### src/rtl/cdx_exec_regs.vh
// Constants for the instruction execute block: operation codes, field
// widths, fixed values and state codes.
// Assumes it is included by bare name from the design files only.
`ifndef CDX_EXEC_REGS_VH
`define CDX_EXEC_REGS_VH

// ****************************************************************
// Operation codes presented by the fetch stage
// ****************************************************************
`define CDX_OP_W 3
`define CDX_OP_NOP 3'h0
`define CDX_OP_CLEAR_FILE 3'h1
`define CDX_OP_CLEAR_ACC 3'h2
`define CDX_OP_DECREMENT 3'h3
`define CDX_OP_DEC_SKIP 3'h4
`define CDX_OP_INC_SKIP 3'h5
`define CDX_OP_JUMP 3'h6
`define CDX_OP_OR_LIT 3'h7

// ****************************************************************
// Field widths and positions
// ****************************************************************
`define CDX_DATA_W 8
`define CDX_ADDR_W 7
`define CDX_DEPTH 128
`define CDX_LIT_W 11
`define CDX_PC_W 15
`define CDX_LATCH_W 7
`define CDX_LATCH_HI 6
`define CDX_LATCH_LO 3
`define CDX_BYTE_HI 7

// ****************************************************************
// Fixed values
// ****************************************************************
`define CDX_BYTE_ZERO 8'h00
`define CDX_BYTE_ONE 8'h01
`define CDX_ADDR_ZERO 7'h00
`define CDX_LIT_ZERO 11'h000
`define CDX_PC_ZERO 15'h0000
`define CDX_DEST_ACC 1'h0
`define CDX_DEST_FILE 1'h1

// ****************************************************************
// Sequencer state codes
// ****************************************************************
`define CDX_ST_W 2
`define CDX_ST_IDLE 2'h0
`define CDX_ST_EXEC 2'h1
`define CDX_ST_FLUSH 2'h2

`endif

### src/rtl/cdx_exec.v
// Execute stage for clear, decrement, skip-on-zero, jump and OR-literal.
// Assumes the fetch stage drives op and operands on the same clock and
// honours the ready/valid handshake; preload port is for seeding data.
`timescale 1ns/1ns
`default_nettype none
`include "cdx_exec_regs.vh"

module cdx_exec (
  input wire ref_clk_i,                             // Core clock, 10 MHz
  input wire reset_n_i,                             // Async reset, active low
  input wire ce_i,                                  // Clock enable, freezes all
  input wire instr_valid_i,                         // Instruction offered
  input wire [`CDX_OP_W-1:0] op_i,                  // Operation code
  input wire dest_i,                                // Destination select
  input wire [`CDX_ADDR_W-1:0] file_addr_i,         // File register address
  input wire [`CDX_LIT_W-1:0] literal_i,            // Immediate operand
  input wire [`CDX_LATCH_W-1:0] pc_upper_latch_i,   // Upper pc latch value
  input wire preload_en_i,                          // Seed a data register
  input wire [`CDX_ADDR_W-1:0] preload_addr_i,      // Seed address
  input wire [`CDX_DATA_W-1:0] preload_data_i,      // Seed data
  output reg instr_ready_o,                         // Ready for instruction
  output reg done_o,                                // Instruction retired
  output reg [`CDX_DATA_W-1:0] acc_o,               // Accumulator
  output reg zero_o,                                // Zero status flag
  output reg [`CDX_PC_W-1:0] pc_o,                  // Jump target
  output reg pc_load_o,                             // Jump target valid
  output reg skip_o,                                // Discard next fetch
  output reg file_wr_o,                             // Core file write strobe
  output reg [`CDX_ADDR_W-1:0] file_wr_addr_o,      // Core file write address
  output reg [`CDX_DATA_W-1:0] file_wr_data_o       // Core file write data
);

  // ****************************************************************
  // Sequencer state codes
  // ****************************************************************
  localparam [`CDX_ST_W-1:0] ST_IDLE = `CDX_ST_IDLE;
  localparam [`CDX_ST_W-1:0] ST_EXEC = `CDX_ST_EXEC;
  localparam [`CDX_ST_W-1:0] ST_FLUSH = `CDX_ST_FLUSH;

  // ****************************************************************
  // Declarations
  // ****************************************************************
  reg [`CDX_ST_W-1:0] state_r;
  reg [`CDX_ST_W-1:0] state_nxt;
  reg [`CDX_OP_W-1:0] op_r;
  reg dest_r;
  reg [`CDX_ADDR_W-1:0] addr_r;
  reg [`CDX_LIT_W-1:0] lit_r;
  reg [`CDX_LATCH_W-1:0] latch_r;
  reg [`CDX_DATA_W-1:0] acc_nxt;
  reg zero_nxt;
  reg [`CDX_PC_W-1:0] pc_nxt;
  reg pc_load_nxt;
  reg skip_nxt;
  reg wr_nxt;
  reg [`CDX_DATA_W-1:0] wr_data_nxt;
  reg done_nxt;
  reg [`CDX_DATA_W-1:0] result;
  wire accept;
  wire [`CDX_DATA_W-1:0] file_data;
  wire ram_wr_en;
  wire [`CDX_ADDR_W-1:0] ram_wr_addr;
  wire [`CDX_DATA_W-1:0] ram_wr_data;

  // ****************************************************************
  // Handshake and data register file
  // ****************************************************************
  // Taken only while idle and ready; ready drops for the whole execution
  assign accept = instr_valid_i & instr_ready_o;

  // Core write wins over a preload in the same cycle; preload is dropped
  assign ram_wr_en = wr_nxt | preload_en_i;
  assign ram_wr_addr = wr_nxt ? addr_r : preload_addr_i;
  assign ram_wr_data = wr_nxt ? wr_data_nxt : preload_data_i;

  // Read issued at accept, so the operand is ready in the execute cycle
  cdx_file_ram u_file_ram (
    .ref_clk_i(ref_clk_i),
    .ce_i(ce_i),
    .wr_en_i(ram_wr_en),
    .wr_addr_i(ram_wr_addr),
    .wr_data_i(ram_wr_data),
    .rd_addr_i(file_addr_i),
    .rd_data_o(file_data)
  );

  // ****************************************************************
  // Execute datapath
  // ****************************************************************
  // Defaults hold architectural state; each operation overrides its part
  always @* begin
    state_nxt = state_r;
    acc_nxt = acc_o;
    zero_nxt = zero_o;
    pc_nxt = pc_o;
    pc_load_nxt = 1'b0;
    skip_nxt = 1'b0;
    wr_nxt = 1'b0;
    wr_data_nxt = `CDX_BYTE_ZERO;
    done_nxt = 1'b0;
    result = `CDX_BYTE_ZERO;
    case (state_r)
      ST_IDLE: begin
        if (accept) begin
          state_nxt = ST_EXEC;
        end
      end
      ST_EXEC: begin
        state_nxt = ST_IDLE;
        done_nxt = 1'b1;
        case (op_r)
          `CDX_OP_CLEAR_FILE: begin
            wr_nxt = 1'b1;
            wr_data_nxt = `CDX_BYTE_ZERO;
            zero_nxt = 1'b1;
          end
          `CDX_OP_CLEAR_ACC: begin
            acc_nxt = `CDX_BYTE_ZERO;
            zero_nxt = 1'b1;
          end
          `CDX_OP_DECREMENT: begin
            result = file_data - `CDX_BYTE_ONE;
            zero_nxt = (result == `CDX_BYTE_ZERO);
          end
          `CDX_OP_DEC_SKIP: begin
            // Flags deliberately untouched on the skip forms
            result = file_data - `CDX_BYTE_ONE;
            skip_nxt = (result == `CDX_BYTE_ZERO);
          end
          `CDX_OP_INC_SKIP: begin
            result = file_data + `CDX_BYTE_ONE;
            skip_nxt = (result == `CDX_BYTE_ZERO);
          end
          `CDX_OP_JUMP: begin
            pc_nxt = {latch_r[`CDX_LATCH_HI:`CDX_LATCH_LO], lit_r};
            pc_load_nxt = 1'b1;
          end
          `CDX_OP_OR_LIT: begin
            result = acc_o | lit_r[`CDX_BYTE_HI:0];
            acc_nxt = result;
            zero_nxt = (result == `CDX_BYTE_ZERO);
          end
          default: begin
            // No-op and any unused code retire with no effect
            result = `CDX_BYTE_ZERO;
          end
        endcase
        // Register-operand results go where the destination bit says
        if ((op_r == `CDX_OP_DECREMENT) || (op_r == `CDX_OP_DEC_SKIP) ||
            (op_r == `CDX_OP_INC_SKIP)) begin
          if (dest_r == `CDX_DEST_FILE) begin
            wr_nxt = 1'b1;
            wr_data_nxt = result;
          end else begin
            acc_nxt = result;
          end
        end
        // Skips and jumps spend a second cycle flushing the next fetch
        if (skip_nxt || pc_load_nxt) begin
          state_nxt = ST_FLUSH;
          done_nxt = 1'b0;
        end
      end
      ST_FLUSH: begin
        // Stands in for the discarded instruction as a no-op
        state_nxt = ST_IDLE;
        done_nxt = 1'b1;
      end
      default: begin
        state_nxt = ST_IDLE;
      end
    endcase
  end

  // ****************************************************************
  // Operand capture
  // ****************************************************************
  // Operands held so the fetch stage may move on after the handshake
  always @(posedge ref_clk_i or negedge reset_n_i) begin
    if (!reset_n_i) begin
      op_r <= `CDX_OP_NOP;
      dest_r <= `CDX_DEST_ACC;
      addr_r <= `CDX_ADDR_ZERO;
      lit_r <= `CDX_LIT_ZERO;
      latch_r <= {`CDX_LATCH_W{1'b0}};
    end else if (ce_i && accept) begin
      op_r <= op_i;
      dest_r <= dest_i;
      addr_r <= file_addr_i;
      lit_r <= literal_i;
      latch_r <= pc_upper_latch_i;
    end
  end

  // ****************************************************************
  // State and output registers
  // ****************************************************************
  // Every output is a flop so the fetch stage sees clean timing
  always @(posedge ref_clk_i or negedge reset_n_i) begin
    if (!reset_n_i) begin
      state_r <= ST_IDLE;
      instr_ready_o <= 1'b0;
      done_o <= 1'b0;
      acc_o <= `CDX_BYTE_ZERO;
      zero_o <= 1'b0;
      pc_o <= `CDX_PC_ZERO;
      pc_load_o <= 1'b0;
      skip_o <= 1'b0;
      file_wr_o <= 1'b0;
      file_wr_addr_o <= `CDX_ADDR_ZERO;
      file_wr_data_o <= `CDX_BYTE_ZERO;
    end else if (ce_i) begin
      state_r <= state_nxt;
      // Ready comes up one edge after reset release and on the same edge as each retire
      instr_ready_o <= (state_nxt == ST_IDLE);
      done_o <= done_nxt;
      acc_o <= acc_nxt;
      zero_o <= zero_nxt;
      pc_o <= pc_nxt;
      pc_load_o <= pc_load_nxt;
      skip_o <= skip_nxt;
      file_wr_o <= wr_nxt;
      if (wr_nxt) begin
        file_wr_addr_o <= addr_r;
        file_wr_data_o <= wr_data_nxt;
      end
    end
  end

endmodule // cdx_exec
`default_nettype wire

### src/rtl/cdx_file_ram.v
// Data register file: 128 bytes, one write port, one read port.
// Assumes one clock; read data come out of a register one edge later.
`timescale 1ns/1ns
`default_nettype none
`include "cdx_exec_regs.vh"

module cdx_file_ram (
  input wire ref_clk_i,                          // Core clock
  input wire ce_i,                               // Clock enable, freezes all
  input wire wr_en_i,                            // Write strobe
  input wire [`CDX_ADDR_W-1:0] wr_addr_i,        // Write address
  input wire [`CDX_DATA_W-1:0] wr_data_i,        // Write data
  input wire [`CDX_ADDR_W-1:0] rd_addr_i,        // Read address
  output reg [`CDX_DATA_W-1:0] rd_data_o         // Registered read data
);

  // ****************************************************************
  // Storage
  // ****************************************************************
  // No reset on the array; contents are undefined until written
  reg [`CDX_DATA_W-1:0] mem_r [0:`CDX_DEPTH-1];

  // Write port and registered read, read-before-write on a collision
  always @(posedge ref_clk_i) begin
    if (ce_i) begin
      if (wr_en_i) begin
        mem_r[wr_addr_i] <= wr_data_i;
      end
      rd_data_o <= mem_r[rd_addr_i];
    end
  end

endmodule // cdx_file_ram
`default_nettype wire
### config.mk
export PLATFORM = sky130hd
export DESIGN_NAME = cdx_exec
export DESIGN_NICKNAME = d
export VERILOG_FILES = /design/src/rtl/cdx_exec.v /design/src/rtl/cdx_file_ram.v
export VERILOG_INCLUDE_DIRS = /design/src /design/src/rtl
export SDC_FILE = /design/constraint.sdc
export NUM_CORES = 1
export LEC_CHECK = 0
export BUFFER_PORTS_ARGS = -buffer_cell sky130_fd_sc_hd__buf_2
export CORE_ASPECT_RATIO = 0.9
export CORE_MARGIN = 5
export CORE_UTILIZATION = 56
export DETAILED_ROUTE_END_ITERATION = 16
export GPL_ROUTABILITY_DRIVEN = 1
export GPL_TIMING_DRIVEN = 1
export PLACE_DENSITY = 0.75
export SYNTH_ARGS = -nofsm -noshare
export SYNTH_HDL_FRONTEND = slang
export SYNTH_HIERARCHICAL = 1
export SYNTH_SLANG_ARGS = --single-unit
### constraint.sdc
create_clock -name ref_clk_i -period 8.1 [get_ports ref_clk_i]
set_clock_uncertainty 0.2 [all_clocks]
set_input_delay 1.62 -clock ref_clk_i [delete_from_list [all_inputs] [get_ports ref_clk_i]]
set_output_delay 1.62 -clock ref_clk_i [all_outputs]
set_load 0.03 [all_outputs]
==> results.txt <==
----------------------------------------------------
[STA]
  Total negative setup slack ... 0 ps
  RSZ-0062 raised after global routing ... false
  Final number of hold-violating endpoints ... 0
  Crit share post-route ... 61.7%
  Min Clock Period, post-route ... 5000 ps
  Count of pins over their slew limit ... 0
  Upper clock frequency limit ... 200 MHz
  Max-slew headroom at the worst pin ... 21.8%
  Final count of negative-setup-slack endpoints ... 0
  Actual slew at the worst max-slew pin ... 1170 ps

[Routing]
  Routed vias ... 20831
  Wirelength, routed ... 96200 um
  Remaining routing DRC violations ... 0
  Detailed router's first-iteration violation count ... 2822
  Number of nets with antenna violations after detailed routing ... 0
  Number of optimization iterations in the first detailed-route pass ... 6
  Detailed-route vias per instance ... 6.49
  WL per Instance ... 30.0 um

[Worst setup path]
  Worst endpoint required time ... 8180 ps
  Arrival @ worst endpoint ... 5070 ps
  Worst-path maximum fanout ... 16
  Cell with the largest stage delay on the worst path ... nand4_1
  Largest stage delay on the critical path ... 760 ps
  Cell family contributing the most delay on the critical path ... simple AND/OR/NAND/NOR gates
  Kind of critical path ... reg2reg
  Buffers plus inverters on the worst setup path ... 1
  Crit path launch type ... flip-flop
  Endpoint kind of the worst setup timing path ... flip-flop
  Cell-by-cell trace of the critical path ... nor2b_1, a32o_1, nand2_1, nand2b_1, and2_1, nand4_1, buf_4, nor2_1

[Synthesis]
  Most common flop cell mapped by yosys ... edfxtp_1
  Number of flops mapped to enable cells by yosys ... 1032
  Synthesized-area fraction occupied by xor and xnor cells ... 0.222%
  Number of cells produced by synthesis ... 1966
  FF+latch count, synth ... 1104
  Post-synth top area share ... 71.4%
  Number of distinct library cell variants in the gate-level netlist after synthesis ... 60
  Post-Synth Adder-Cell Area ... 0.202%
  Mean post-synth cell area ... 22.1 um2
  Complex-gate fraction of the synthesized area ... 0.913%
  Share of synthesized registers carrying an async set or reset ... 6.52%
  Dominant cell type by area after synthesis ... edfxtp_1
  Main combinational cell family by area after synthesis ... multiplexers
  Share of synthesized cell area in and, or, nand and nor gates ... 2.83%
  Number of nets produced by synthesis ... 2022
  Post-synthesis mux area share ... 19.1%
  Warnings from Yosys ... 6
  Dominant cells by area after synthesis ... edfxtp_1, mux4_2, dfrtp_1, mux2_2, nor2_1
  Netlist area before placement ... 0.0434 mm2
  Sequential cell area fraction in the yosys report ... 75.5%

[Clocking]
  Later-pin clock latency in the skew report ... 660 ps
  Clock-pin slew reported for the worst setup and hold paths after clock tree synthesis ... 60 ps
  TritonCTS clock tree ... done
  Post-cts sizing count ... 0
  Post-CTS setup buffer count ... 0
  Count of clock tree sinks ... 1104
  Buffers from clock root to sink, at most ... 3
  CTS Buf Count ... 104
  Maximum level of the CTS H-tree ... 3
  Root Buffer Master ... clkbuf_16
  Count of hold-fix buffers inserted at cts ... 0

[Power and ir drop]
  Power Total ... 13.9 mW
  Power Dens Cells ... 286 mW/mm2
  IR drop worst, VDD ... 202 uV
  Standby leakage power ... 15.5 nW

[GRT]
  Pin count of the biggest net entering global routing ... 109
  Overflow after GRT ... 0
  Initial antenna violation count ... 3
  First-pass GRT wire length ... 142000 um
  Overall global routing resource usage ... 23.5%
  Number of global-route vias before repair ... 21110

[Placed design]
  Detailed Place HPWL ... 56500 um
  Cell total after placement ... 3013
  Quantity of I/O buffers inserted on ports ... 89
  Final weighted congestion of routability-driven global placement ... 0.849

[Final layout]
  Area growth from synthesis to final layout ... 12.0%
  Filler cells ... 4871
  Highest-count cells in the layout ignoring fill and taps ... edfxtp_1, mux4_2, nor2_1, clkbuf_16, buf_2
  Share of post-route cells with drive strength above 1 ... 32.0%
  Final cell count without fillers ... 3209
  Most common cell after layout, fill and taps aside ... edfxtp_1
  Final layout net count ... 2146

[Floorplan]
  Core footprint ... 0.0765 mm2
  Initial standard-cell utilization of the core ... 56.8%
  Die Span Y ... 274 um
  Die width ... 304 um
  I/O pin count ... 93
  Die Area ... 0.0832 mm2
  Number of placement rows ... 96

[Run status]
  Status ... completed

[Hold path]
  Path category of the worst min-delay check ... reg2reg

[Flow run]
  Max-cap violations ... 0

----------------------------------------------------
==> per-layer routing <==
| metal | global-route usage, % | wire, um | vias to the layer above |
|---|---|---|---|
| met3 | 6.40 | 10700 | 217 |
| li1 | - | - | 8482 |
| met1 | 33.7 | 35900 | 10934 |
| met5 | 0 | 13 | - |
| met2 | 36.3 | 46300 | 1196 |
| met4 | 6.82 | 3220 | 2 |
==> cell usage after synthesis (3+ instances only) <==
cell type	number
buf_1	16
mux2_2	64
a21oi_1	15
mux4_2	336
dfrtp_1	72
buf_6	4
or3_1	3
xnor2_1	8
xor2_1	3
o31ai_1	3
ha_1	7
nand2_1	44
nor2_1	157
nand2b_1	4
nand4_1	4
nand3b_1	4
buf_2	16
nor3_1	7
nand3_1	15
inv_1	12
o22ai_1	8
nor2b_1	5
nor4_1	5
o21ai_0	13
nand4b_1	3
buf_4	13
edfxtp_1	1032
clkbuf_1	53
==> layout make-up <==
class | instances | area, um2 | area share [%]
Antenna cell | 2 | 5.00 | 0.0103
Clock buffer | 132 | 2770 | 5.70
Clock inverter | 62 | 768 | 1.58
Inverter | 12 | 45.0 | 0.0926
Multi-Input combinational cell | 748 | 10200 | 21.0
Sequential cell | 1104 | 32800 | 67.4
Tap cell | 1029 | 1290 | 2.65
Timing Repair Buffer | 120 | 763 | 1.57
==> per-stage QoR <==
stage | area [um2] | hold slack (ps) | setup WS, ps | utilization [%]
after floorplan | 43400 | 274 | 96.0 | -
after CTS | 48600 | 291 | 3280 | 63.5
after detailed placement | 45100 | 278 | 2580 | 58.9
after global placement | 45100 | 263 | 2610 | 58.9
final | 48600 | 281 | 3100 | 63.5
after global routing | 48600 | 319 | 2980 | 63.5
==> report_power, final <==
group	total, mW	switching [mW]	internal, mW
logic	1.87	1.34	0.537
registers	7.04	0.158	6.88
clock network	4.99	2.05	2.94
==> registers in the layout, summed over array words and instances (netlist names) <==
name                  cells
state_r                   2
file_wr_addr_o            7
file_wr_data_o            8
done_o                    1
instr_ready_o             1
latch_r                   4
addr_r                    7
op_r                      3
zero_o                    1
lit_r                    11
u_file_ram/rd_data_o      8
acc_o                     8
pc_load_o                 1
dest_r                    1
u_file_ram/mem_r       1024
skip_o                    1
file_wr_o                 1
pc_o                     15
==> cell families after synthesis <==
kind of cell,after synthesis
compound gates,60
xor+xnor,11
fa+ha+maj,7
buf+inv,114
flops,1104
mux,401
simple gates,269
==> tightest hold or removal path: stages, from the launching register on <==
cell	delay (ps)
dfrtp_1	340
nand2_1	40
o21ai_0	60
==> worst paths after layout <==
| path | from | to | slack (ps) | depth (start not counted) |
|---|---|---|---|---|
| min in group asynchronous | reset_n_i | lit_r[6] | 960 | 2 |
| max in group asynchronous | reset_n_i | op_r[2] | 6160 | 2 |
| worst min register to register | file_wr_data_o[4] | file_wr_data_o[4] | 280 | 2 |
| worst min-delay path | file_wr_data_o[4] | file_wr_data_o[4] | 280 | 2 |
| worst max register to register | op_r[2] | u_file_ram/mem_r[39][1] | 3100 | 8 |
| worst max-delay path | op_r[2] | u_file_ram/mem_r[39][1] | 3100 | 8 |
No activity file was read; power rests on OpenSTA's default activity.
